[src/rtl/tbam_consts.vh]
// Constants of the two-wire address-match and bus-condition block.
// Assumes inclusion by rtl/tbam_core.v only; definitions only.
`ifndef TBAM_CONSTS_VH
`define TBAM_CONSTS_VH
// ****************************************
// Detection thresholds, CLOCK cycles
// ****************************************
`define TBAM_STD_REL_CYC   8'd65
// Counts are whole cycles compared with '>': more than 32 whole is more than 32.5
`define TBAM_STD_SH_CYC    8'd32
`define TBAM_HS_REL_CYC    8'd10
`define TBAM_HS_SH_CYC     8'd5
// ****************************************
// Register command values
// ****************************************
`define TBAM_ST_START      8'hf0
`define TBAM_ST_STOP       8'hd0
`define TBAM_ST_IDLE       8'h10
`define TBAM_CTL_ENABLE    8'h08
`define TBAM_CCR_STD_ACK   8'h85
`define TBAM_CCR_FAST_NACK 8'h25
// ****************************************
// Field positions, reset values and SCL half-period lengths
// ****************************************
`define TBAM_ST_MST_BIT    7
`define TBAM_ST_BB_BIT     5
`define TBAM_CTL_EN_BIT    3
`define TBAM_CTL_10B_BIT   4
`define TBAM_CCR_ACK_BIT   7
`define TBAM_CCR_FAST_BIT  5
`define TBAM_OWN_RST       8'h00
`define TBAM_CTL_RST       8'h00
`define TBAM_CCR_RST       8'h00
`define TBAM_SCL_HALF_STD  8'd50
`define TBAM_SCL_HALF_FAST 8'd13
`endif

[src/rtl/tbam_core.v]
// Two-wire bus engine: START/STOP detection, 7-bit or full 8-bit address match,
// general call, master START/byte/STOP generation, byte-wide registers.
// Assumes SCL/SDA inputs are asynchronous pins; open-drain via *_OE.
`timescale 1ns/1ps
`include "tbam_consts.vh"
module tbam_core #(
   parameter DW = 8
)(
   input  wire          CLOCK,
   input  wire          SRST,
   input  wire          CE,
   input  wire          SCL_IN,
   output wire          SCL_OUT,
   output wire          SCL_OE,
   input  wire          SDA_IN,
   output wire          SDA_OUT,
   output wire          SDA_OE,
   input  wire [2:0]    REG_SEL,
   input  wire          REG_WR,
   input  wire [DW-1:0] REG_WDATA,
   output reg  [DW-1:0] REG_RDATA,
   output wire          RX_VALID,
   input  wire          RX_READY,
   output wire [DW-1:0] RX_DATA,
   output wire          SERIAL_IRQ
);
// ****************************************
// Register select codes
// ****************************************
localparam [2:0] R_SHIFT = 3'd0, R_OWN = 3'd1, R_STAT = 3'd2, R_CTL = 3'd3,
                 R_CCR = 3'd4, R_PORT = 3'd5, R_TXB = 3'd6;
localparam [4:0] S_IDLE = 5'b00001, S_START = 5'b00010, S_BIT = 5'b00100,
                 S_ACK = 5'b01000, S_STOP = 5'b10000;
// ****************************************
// Pin synchronisers and filter counters
// ****************************************
reg  [1:0] scl_s_r, sda_s_r;
reg        scl_q_r, sda_q_r;
reg  [7:0] scl_hi_r, sda_st_r;
always @(posedge CLOCK)
   if (SRST)
   begin
      scl_s_r <= 2'b11;
      sda_s_r <= 2'b11;
      scl_q_r <= 1'b1;
      sda_q_r <= 1'b1;
      scl_hi_r <= 8'h00;
      sda_st_r <= 8'h00;
   end
   else if (CE)
   begin
      scl_s_r <= {scl_s_r[0], SCL_IN};
      sda_s_r <= {sda_s_r[0], SDA_IN};
      scl_q_r <= scl_s_r[1];
      sda_q_r <= sda_s_r[1];
      scl_hi_r <= !scl_s_r[1] ? 8'h00 : (scl_hi_r == 8'hff ? scl_hi_r : scl_hi_r + 8'd1);
      sda_st_r <= (sda_s_r[1] != sda_q_r) ? 8'h00 : (sda_st_r == 8'hff ? sda_st_r : sda_st_r + 8'd1);
   end
wire scl = scl_s_r[1];
wire sda = sda_s_r[1];
reg  [7:0] own_r, ctl_r, ccr_r, port_r, shift_r, stat_r;
wire       fast = ccr_r[`TBAM_CCR_FAST_BIT];
wire       ack_mode = ccr_r[`TBAM_CCR_ACK_BIT];
wire [7:0] rel_min = fast ? `TBAM_HS_REL_CYC : `TBAM_STD_REL_CYC;
wire [7:0] sh_min = fast ? `TBAM_HS_SH_CYC : `TBAM_STD_SH_CYC;
// Setup: SDA steady before its edge; hold: SCL stays high past the edge
wire       sda_edge = scl && scl_q_r && (sda != sda_q_r)
                      && (scl_hi_r > rel_min) && (sda_st_r > sh_min);
reg        pend_start_r, pend_stop_r;
reg  [7:0] hold_r;
wire       hold_ok = (hold_r > sh_min);
wire       det_start = pend_start_r && hold_ok;
wire       det_stop = pend_stop_r && hold_ok;
always @(posedge CLOCK)
   if (SRST)
   begin
      pend_start_r <= 1'b0;
      pend_stop_r <= 1'b0;
      hold_r <= 8'h00;
   end
   else if (CE)
   begin
      if (sda_edge)
      begin
         pend_start_r <= !sda;
         pend_stop_r <= sda;
         hold_r <= 8'h00;
      end
      else if (!scl || det_start || det_stop || (sda != sda_q_r))
      begin
         pend_start_r <= 1'b0;
         pend_stop_r <= 1'b0;
      end
      else
         hold_r <= hold_r + 8'd1;
   end
// ****************************************
// Receive/transmit engine
// ****************************************
wire       enabled = ctl_r[`TBAM_CTL_EN_BIT];
wire       scl_rise = scl && !scl_q_r;
wire       scl_fall = !scl && scl_q_r;
reg  [4:0] state_r;
reg  [2:0] bc_r;
reg        addr_phase_r, aas_r, gc_r, irq_r, mst_r, bb_r, ack_pend_r, stop_req_r;
reg        sda_drv_r, scl_drv_r, nack_r;
reg  [7:0] half_r;
reg        buf_vld_r;
reg  [7:0] rx_byte_r, buf0_r, buf1_r;
reg  [1:0] fill_r;
wire       rx_push;
wire       rx_can = (fill_r != 2'd2);
wire [7:0] half_lim = fast ? `TBAM_SCL_HALF_FAST : `TBAM_SCL_HALF_STD;
wire [7:0] rcv = {shift_r[6:0], sda};
wire       gc_hit = (rcv == 8'h00);
wire       a_hit = ctl_r[`TBAM_CTL_10B_BIT] ? (rcv == own_r)
                                            : (rcv[7:1] == own_r[7:1]);
wire       wr = REG_WR && CE;
always @(posedge CLOCK)
   if (SRST)
   begin
      state_r <= S_IDLE;
      bc_r <= 3'd0;
      addr_phase_r <= 1'b0;
      aas_r <= 1'b0;
      gc_r <= 1'b0;
      irq_r <= 1'b0;
      mst_r <= 1'b0;
      bb_r <= 1'b0;
      ack_pend_r <= 1'b0;
      stop_req_r <= 1'b0;
      sda_drv_r <= 1'b0;
      scl_drv_r <= 1'b0;
      nack_r <= 1'b0;
      half_r <= 8'h00;
      shift_r <= 8'h00;
      own_r <= `TBAM_OWN_RST;
      ctl_r <= `TBAM_CTL_RST;
      ccr_r <= `TBAM_CCR_RST;
      port_r <= 8'h00;
      buf_vld_r <= 1'b0;
      rx_byte_r <= 8'h00;
   end
   else if (CE)
   begin
      irq_r <= 1'b0;
      buf_vld_r <= 1'b0;
      if (wr && REG_SEL == R_OWN) own_r <= REG_WDATA;
      if (wr && REG_SEL == R_CTL) ctl_r <= REG_WDATA;
      if (wr && REG_SEL == R_CCR) ccr_r <= REG_WDATA;
      if (wr && REG_SEL == R_PORT) port_r <= {4'h0, REG_WDATA[3:0]};
      if (wr && (REG_SEL == R_SHIFT || REG_SEL == R_TXB))
      begin
         shift_r <= REG_WDATA;
         aas_r <= 1'b0;
      end
      if (wr && REG_SEL == R_STAT)
      begin
         if (REG_WDATA == `TBAM_ST_START && enabled && !bb_r)
         begin
            mst_r <= 1'b1;
            state_r <= S_START;
            half_r <= 8'h00;
         end
         else if (REG_WDATA == `TBAM_ST_START && enabled && mst_r)
         begin
            state_r <= S_START;
            half_r <= 8'h00;
         end
         if (REG_WDATA == `TBAM_ST_STOP && mst_r) stop_req_r <= 1'b1;
      end
      if (!enabled)
      begin
         bb_r <= 1'b0;
         state_r <= S_IDLE;
         mst_r <= 1'b0;
      end
      else if (det_start)
      begin
         bb_r <= 1'b1;
         bc_r <= 3'd0;
         addr_phase_r <= !mst_r;
      end
      else if (det_stop)
      begin
         bb_r <= 1'b0;
         own_r[0] <= 1'b0;
         if (!mst_r) irq_r <= 1'b1;
         mst_r <= 1'b0;
         stop_req_r <= 1'b0;
         addr_phase_r <= 1'b0;
         state_r <= S_IDLE;
      end
      else if (!mst_r && scl_rise && !ack_pend_r && rx_can)
      begin
         shift_r <= rcv;
         bc_r <= bc_r + 3'd1;
         if (bc_r == 3'd7)
         begin
            ack_pend_r <= ack_mode;
            if (addr_phase_r)
            begin
               addr_phase_r <= 1'b0;
               gc_r <= gc_hit;
               aas_r <= a_hit && !gc_hit;
               irq_r <= gc_hit || a_hit;
            end
            else
            begin
               irq_r <= 1'b1;
               buf_vld_r <= 1'b1;
               rx_byte_r <= rcv;
            end
         end
      end
      else if (!mst_r && ack_pend_r && scl_fall)
         ack_pend_r <= 1'b0;
      // Master side: drive SCL low and let it float for each half period
      if (enabled && mst_r && state_r != S_IDLE)
      begin
         half_r <= (half_r == half_lim) ? 8'h00 : half_r + 8'd1;
         // Data moves only mid-way through the low phase, clear of both SCL edges
         if (scl_drv_r && half_r == {1'b0, half_lim[7:1]} && state_r != S_START)
            sda_drv_r <= (state_r == S_BIT) ? !shift_r[7] : (state_r == S_STOP);
         if (half_r == half_lim)
            case (state_r)
               S_START:
                  if (scl_drv_r)
                  begin
                     sda_drv_r <= 1'b0;
                     scl_drv_r <= 1'b0;
                  end
                  else if (!sda_drv_r)
                     sda_drv_r <= (scl_hi_r > rel_min);
                  else
                  begin
                     scl_drv_r <= 1'b1;
                     bc_r <= 3'd0;
                     state_r <= S_BIT;
                  end
               S_BIT:
                  if (scl_drv_r)
                     scl_drv_r <= 1'b0;
                  else
                  begin
                     shift_r <= {shift_r[6:0], sda};
                     scl_drv_r <= 1'b1;
                     bc_r <= bc_r + 3'd1;
                     if (bc_r == 3'd7) state_r <= S_ACK;
                  end
               S_ACK:
                  if (scl_drv_r)
                     scl_drv_r <= 1'b0;
                  else
                  begin
                     nack_r <= sda;
                     scl_drv_r <= 1'b1;
                     irq_r <= 1'b1;
                     state_r <= (stop_req_r || sda) ? S_STOP : S_IDLE;
                  end
               // SDA is released only once SCL has been high long enough to count as STOP
               S_STOP:
                  if (scl_drv_r) scl_drv_r <= 1'b0;
                  else if (scl_hi_r > rel_min)
                  begin
                     sda_drv_r <= 1'b0;
                     stop_req_r <= 1'b0;
                     state_r <= S_IDLE;
                  end
               default: state_r <= S_IDLE;
            endcase
      end
      else if (!mst_r)
      begin
         scl_drv_r <= 1'b0;
         sda_drv_r <= ack_pend_r && (aas_r || gc_r || !addr_phase_r) && !scl_rise;
      end
   end
// ****************************************
// Status word and register read path
// ****************************************
always @*
begin
   stat_r = {mst_r, mst_r, bb_r, !irq_r, 1'b0, gc_r, aas_r, nack_r};
   case (REG_SEL)
      R_SHIFT: REG_RDATA = shift_r;
      R_OWN:   REG_RDATA = own_r;
      R_STAT:  REG_RDATA = stat_r;
      R_CTL:   REG_RDATA = {ctl_r[7:3], bc_r};
      R_CCR:   REG_RDATA = ccr_r;
      R_PORT:  REG_RDATA = {shift_r[7:4], port_r[3:0]};
      default: REG_RDATA = 8'h00;
   endcase
end
assign SCL_OUT = 1'b0;
assign SDA_OUT = 1'b0;
assign SCL_OE = scl_drv_r || (!mst_r && !rx_can);
assign SDA_OE = sda_drv_r;
assign SERIAL_IRQ = irq_r;
// ****************************************
// Two-entry receive buffer; a full buffer stretches SCL low unless the core is master
// ****************************************
assign rx_push = buf_vld_r;
assign RX_VALID = (fill_r != 2'd0);
assign RX_DATA = buf0_r;
always @(posedge CLOCK)
   if (SRST)
   begin
      fill_r <= 2'd0;
      buf0_r <= 8'h00;
      buf1_r <= 8'h00;
   end
   else if (CE)
   begin
      if (RX_VALID && RX_READY)
      begin
         buf0_r <= (fill_r == 2'd2) ? buf1_r : rx_byte_r;
         if (rx_push && fill_r == 2'd2) buf1_r <= rx_byte_r;
         fill_r <= fill_r - 2'd1 + {1'b0, rx_push};
      end
      else if (rx_push && rx_can)
      begin
         if (fill_r == 2'd0) buf0_r <= rx_byte_r;
         else buf1_r <= rx_byte_r;
         fill_r <= fill_r + 2'd1;
      end
   end
endmodule

[config.mk]
export PLATFORM = sky130hd
export DESIGN_NAME = tbam_core
export DESIGN_NICKNAME = d
export VERILOG_FILES = /design/src/rtl/tbam_core.v
export VERILOG_INCLUDE_DIRS = /design/src /design/src/rtl
export SDC_FILE = /design/constraint.sdc
export NUM_CORES = 1
export LEC_CHECK = 0
export ABC_AREA = 0
export BUFFER_PORTS_ARGS = -buffer_cell sky130_fd_sc_hd__buf_2
export CAP_MARGIN = 20
export CORE_MARGIN = 4
export CORE_UTILIZATION = 61
export DETAILED_ROUTE_END_ITERATION = 10
export GPL_TIMING_DRIVEN = 0
export PLACE_DENSITY = 0.8
export SYNTH_ARGS = -nofsm -noshare
export SYNTH_HDL_FRONTEND = slang
export SYNTH_SLANG_ARGS = --single-unit
[constraint.sdc]
create_clock -name CLOCK -period 3.6 [get_ports CLOCK]
set_clock_uncertainty 0.05 [all_clocks]
set_input_delay 0.36 -clock CLOCK [delete_from_list [all_inputs] [get_ports CLOCK]]
set_output_delay 0.36 -clock CLOCK [all_outputs]
set_load 0.02 [all_outputs]
==> run metrics <==
status=finished clean; drt drc=0; reg-to-reg startpoint=ccr_r[5]; count of input and output buffers=33; Rel. slew slack=28.2%; Die W=113 um; r2r setup slk=180 ps; DR vias=6647; largest net degree at the start of global routing=17; Sw Share=26.8%; die height=113 um; Reg clk slew, reported paths=about 70 ps; core footprint=~10000 um2; commonest non-fill, non-tap cell in the layout=dfxtp_1; WL/cell=19.6 um; Final Non-Filler Cells=1026; Pleak=2.81 nW; Post-synth ARST share=0%; fraction of layout instances using a drive strength above 1=11.1%; Avg Inst Size Synth=8.12 um2; Skew-Pair Late Insertion Delay=540 ps; actual slew at the worst max-slew pin=1070 ps; crit share post-route=95.1%; Worst Path Max Fanout=11; Final HPWL DP=around 14000 um; CP Capture Type=flop; postcts setup bufs=0; Compound-Gate Fraction of Synth Area=around 20%; commonest non-fill, non-tap cells in the layout=dfxtp_1 (118), nor2_1 (102), nand2_1 (77); routed vias/inst=~6.5; number of enable-type register cells in the synthesized netlist=0; Area after DPL=7000 um2; multiplexer share of the synthesized area=under 10%; worst reg2reg endpoint=shift_r[6]; Max clock buf depth=2; power density over the cells=433 nW/um2; Setup WS post-layout=176 ps; CTS tree=yes; worst r2r path cells=10; crit path kind=reg2reg; Gate power share=7.2%; die area=12700 um2; FF+latch count, synth=119; # setup viols final=0; htree depth=4; Worst Path Required=3950 ps; Min-Delay Path Class=in2reg; Root Buffer=clkbuf_8; ant diodes=0; part of the power in registers=around two fifths; Slew Viols, Final=0; adder-cell area share of the yosys netlist=roughly 3.6%; vias in the first global route=6415; RSZ-0062 raised after global routing=no; Area Overhead vs Synth=14.7%; final hold vios=0; Worst setup SP type=flop; router iterations before antenna repair=5; first-pass GRT wire length=32900 um; cell area after layout=between 7000 and 8000 um2; share of the yosys chip area belonging to registers=35.8%; Max Freq=292 MHz; Setup WS pre-CTS=-425 ps; # rows=37; GR Util met2=50.7%; total gr overflow=0; maximum vdd drop=approximately 0.40 mV; Syn. warnings=0; Syn Std Cell Area=6660 um2; antenna violations before repair=0; Total GRT Usage=around a third; Switching Power=around 0.0009 W; largest family of logic cells by synthesized area=simple AND/OR/NAND/NOR gates; total internal power=0.00243 W; Synth Flop Type=dfxtp_1; Worst Hold Slack=64.4 ps; Iter 0 DRT Violations=849; Starting Density=between 60 and 70%; Top Ports=40; busiest grt layer=met2; max cap viols=0; hold worst-path end=own_r[1]; Hold Crit Start=REG_WDATA[1]; Placed Cells=990; WL final=20100 um; clock share of power=51.9%; Num CTS Buffers=17; XOR/XNOR Fraction of Synth Area=3.81%; post-synthesis cell count=820; Hold Path Depth=3; Synth cell types=77; post-layout minimum cycle time=3420 ps; Final GP Congestion=0.949; grt met1 use=42.3%; final net count=914; met3 Usage GRT=roughly 8.2%; clk sink count=119; Synth Area in Simple Gates=24.9%; critical path arrival=3770 ps; Routed Antenna Nets=0
per-layer routing:
layer	vias up	part of all wire, %
li1	3095	-
met1	3116	43
met2	359	45
met3	77	8.8
met4	0	3.1
met5	-	0
worst max-delay path, cell delays in order, from the launching register on:
cell	delay (ps)
dfxtp_2	550
inv_1	310
ha_1	290
a21o_1	180
a211oi_1	460
a21oi_1	170
clkbuf_1	280
o21ai_4	370
clkbuf_2	280
a2bb2oi_1	230
a21oi_1	100
stage by stage:
| step | util, % | TNS [ps] | total power [W] |
|---|---|---|---|
| after floorplan | - | 0 | 0.00153 |
| after global placement | 66.9 | -1870 | 0.00160 |
| after detailed placement | 66.9 | -2820 | 0.00161 |
| after CTS | 72.8 | 0 | 0.00331 |
| after global routing | 73.0 | 0 | 0.00341 |
| final | 73.0 | 0 | 0.00331 |
final cells by class:
class,count,area [um2]
fillers,798,2820
multi-input cells,632,4010
repair buffers,37,198
clock inverters,15,178
well taps,136,170
clock buffers,17,414
inverters,21,78.8
plain buffers,49,204
flip-flops and latches,119,2380
worst max-delay path by stage:
stage / cells after the start / to / slack, ps / startpoint
final: 10 / shift_r[6] / 180 / ccr_r[5]
after global routing: 10 / shift_r[6] / 10 / ccr_r[5]
after CTS: 10 / shift_r[6] / 0.9 / ccr_r[5]
after detailed placement: 10 / shift_r[6] / -430 / ccr_r[5]
after global placement: 10 / shift_r[7] / -300 / ccr_r[5]
after floorplan: 10 / shift_r[6] / 640 / ccr_r[5]
power by group through the flow:
stage | registers, W | clock network, W | logic, W
floorplan | 0.00138 | 0 | 0.000153
global placement | 0.00138 | 0 | 0.000221
detailed placement | 0.00138 | 0 | 0.000227
CTS | 0.00135 | 0.00173 | 0.000231
global route | 0.00136 | 0.00179 | 0.000259
finish | 0.00136 | 0.00172 | 0.000238
repair_timing:
| action | 4_1_cts | 5_1_grt |
|---|---|---|
| hold buffers | 2 | 0 |
| cloned | 0 | 0 |
| endpoints found under the setup margin | 13 | 8 |
| gates resized for setup | 2 | 4 |
| endpoints found under the hold margin | 2 | 0 |
kinds of logic (layout without fill, tap and decap cells):
| group | count (synthesis) | in the layout |
|---|---|---|
| AND/OR/NAND/NOR | 334 | 334 |
| XOR/XNOR | 29 | 29 |
| multiplexers | 53 | 53 |
| buffers and inverters | 70 | 139 |
| flip-flops | 119 | 119 |
| other | 1 | 2 |
| adder cells (fa/ha/maj) | 19 | 19 |
| AO/OA/AOI/OAI | 195 | 195 |
Yosys cell counts (all sizes together), types with 3 or more instances:
cell type  count  share of area, %
o31ai          3              0.34
nor4           7              0.98
a22oi          9               1.0
ha            19               3.6
a21oi         57               4.3
nor3b          5              0.56
o21ai         40               3.1
mux2           7               1.2
nand2b         7              0.66
buf            8              0.73
nand3         40               3.0
a2bb2oi       10               1.3
nor2b         13               1.2
xnor2          8               1.1
a211oi         9               1.1
and2           3              0.28
nand4         17               1.6
dfxtp        119                36
o31a           3              0.39
or3           11               1.0
nor2         102               5.7
inv           20               1.1
clkbuf        41               2.3
a31oi          4              0.38
nand2         77               4.3
and3           7              0.66
a311oi        10               1.4
or4bb          3              0.51
and4           3              0.39
a21o           6              0.68
o22ai          6              0.56
nor3          19               1.5
mux2i         46               6.9
xor2          21               2.8
nand3b         4              0.45
o211ai         7              0.79
a21boi         3              0.34
or4            7              0.85
a32oi          3              0.39
or3b           3              0.39
flip-flops by register name, indices dropped and copies added (netlist names), 3 cells and up:
signal / count
RX_DATA: 8
bc_r: 3
buf1_r: 8
ccr_r: 8
ctl_r: 5
half_r: 8
hold_r: 8
own_r: 8
port_r: 4
rx_byte_r: 8
scl_hi_r: 8
sda_st_r: 8
shift_r: 8
state_r: 5
No activity file was read; power rests on OpenSTA's default activity.
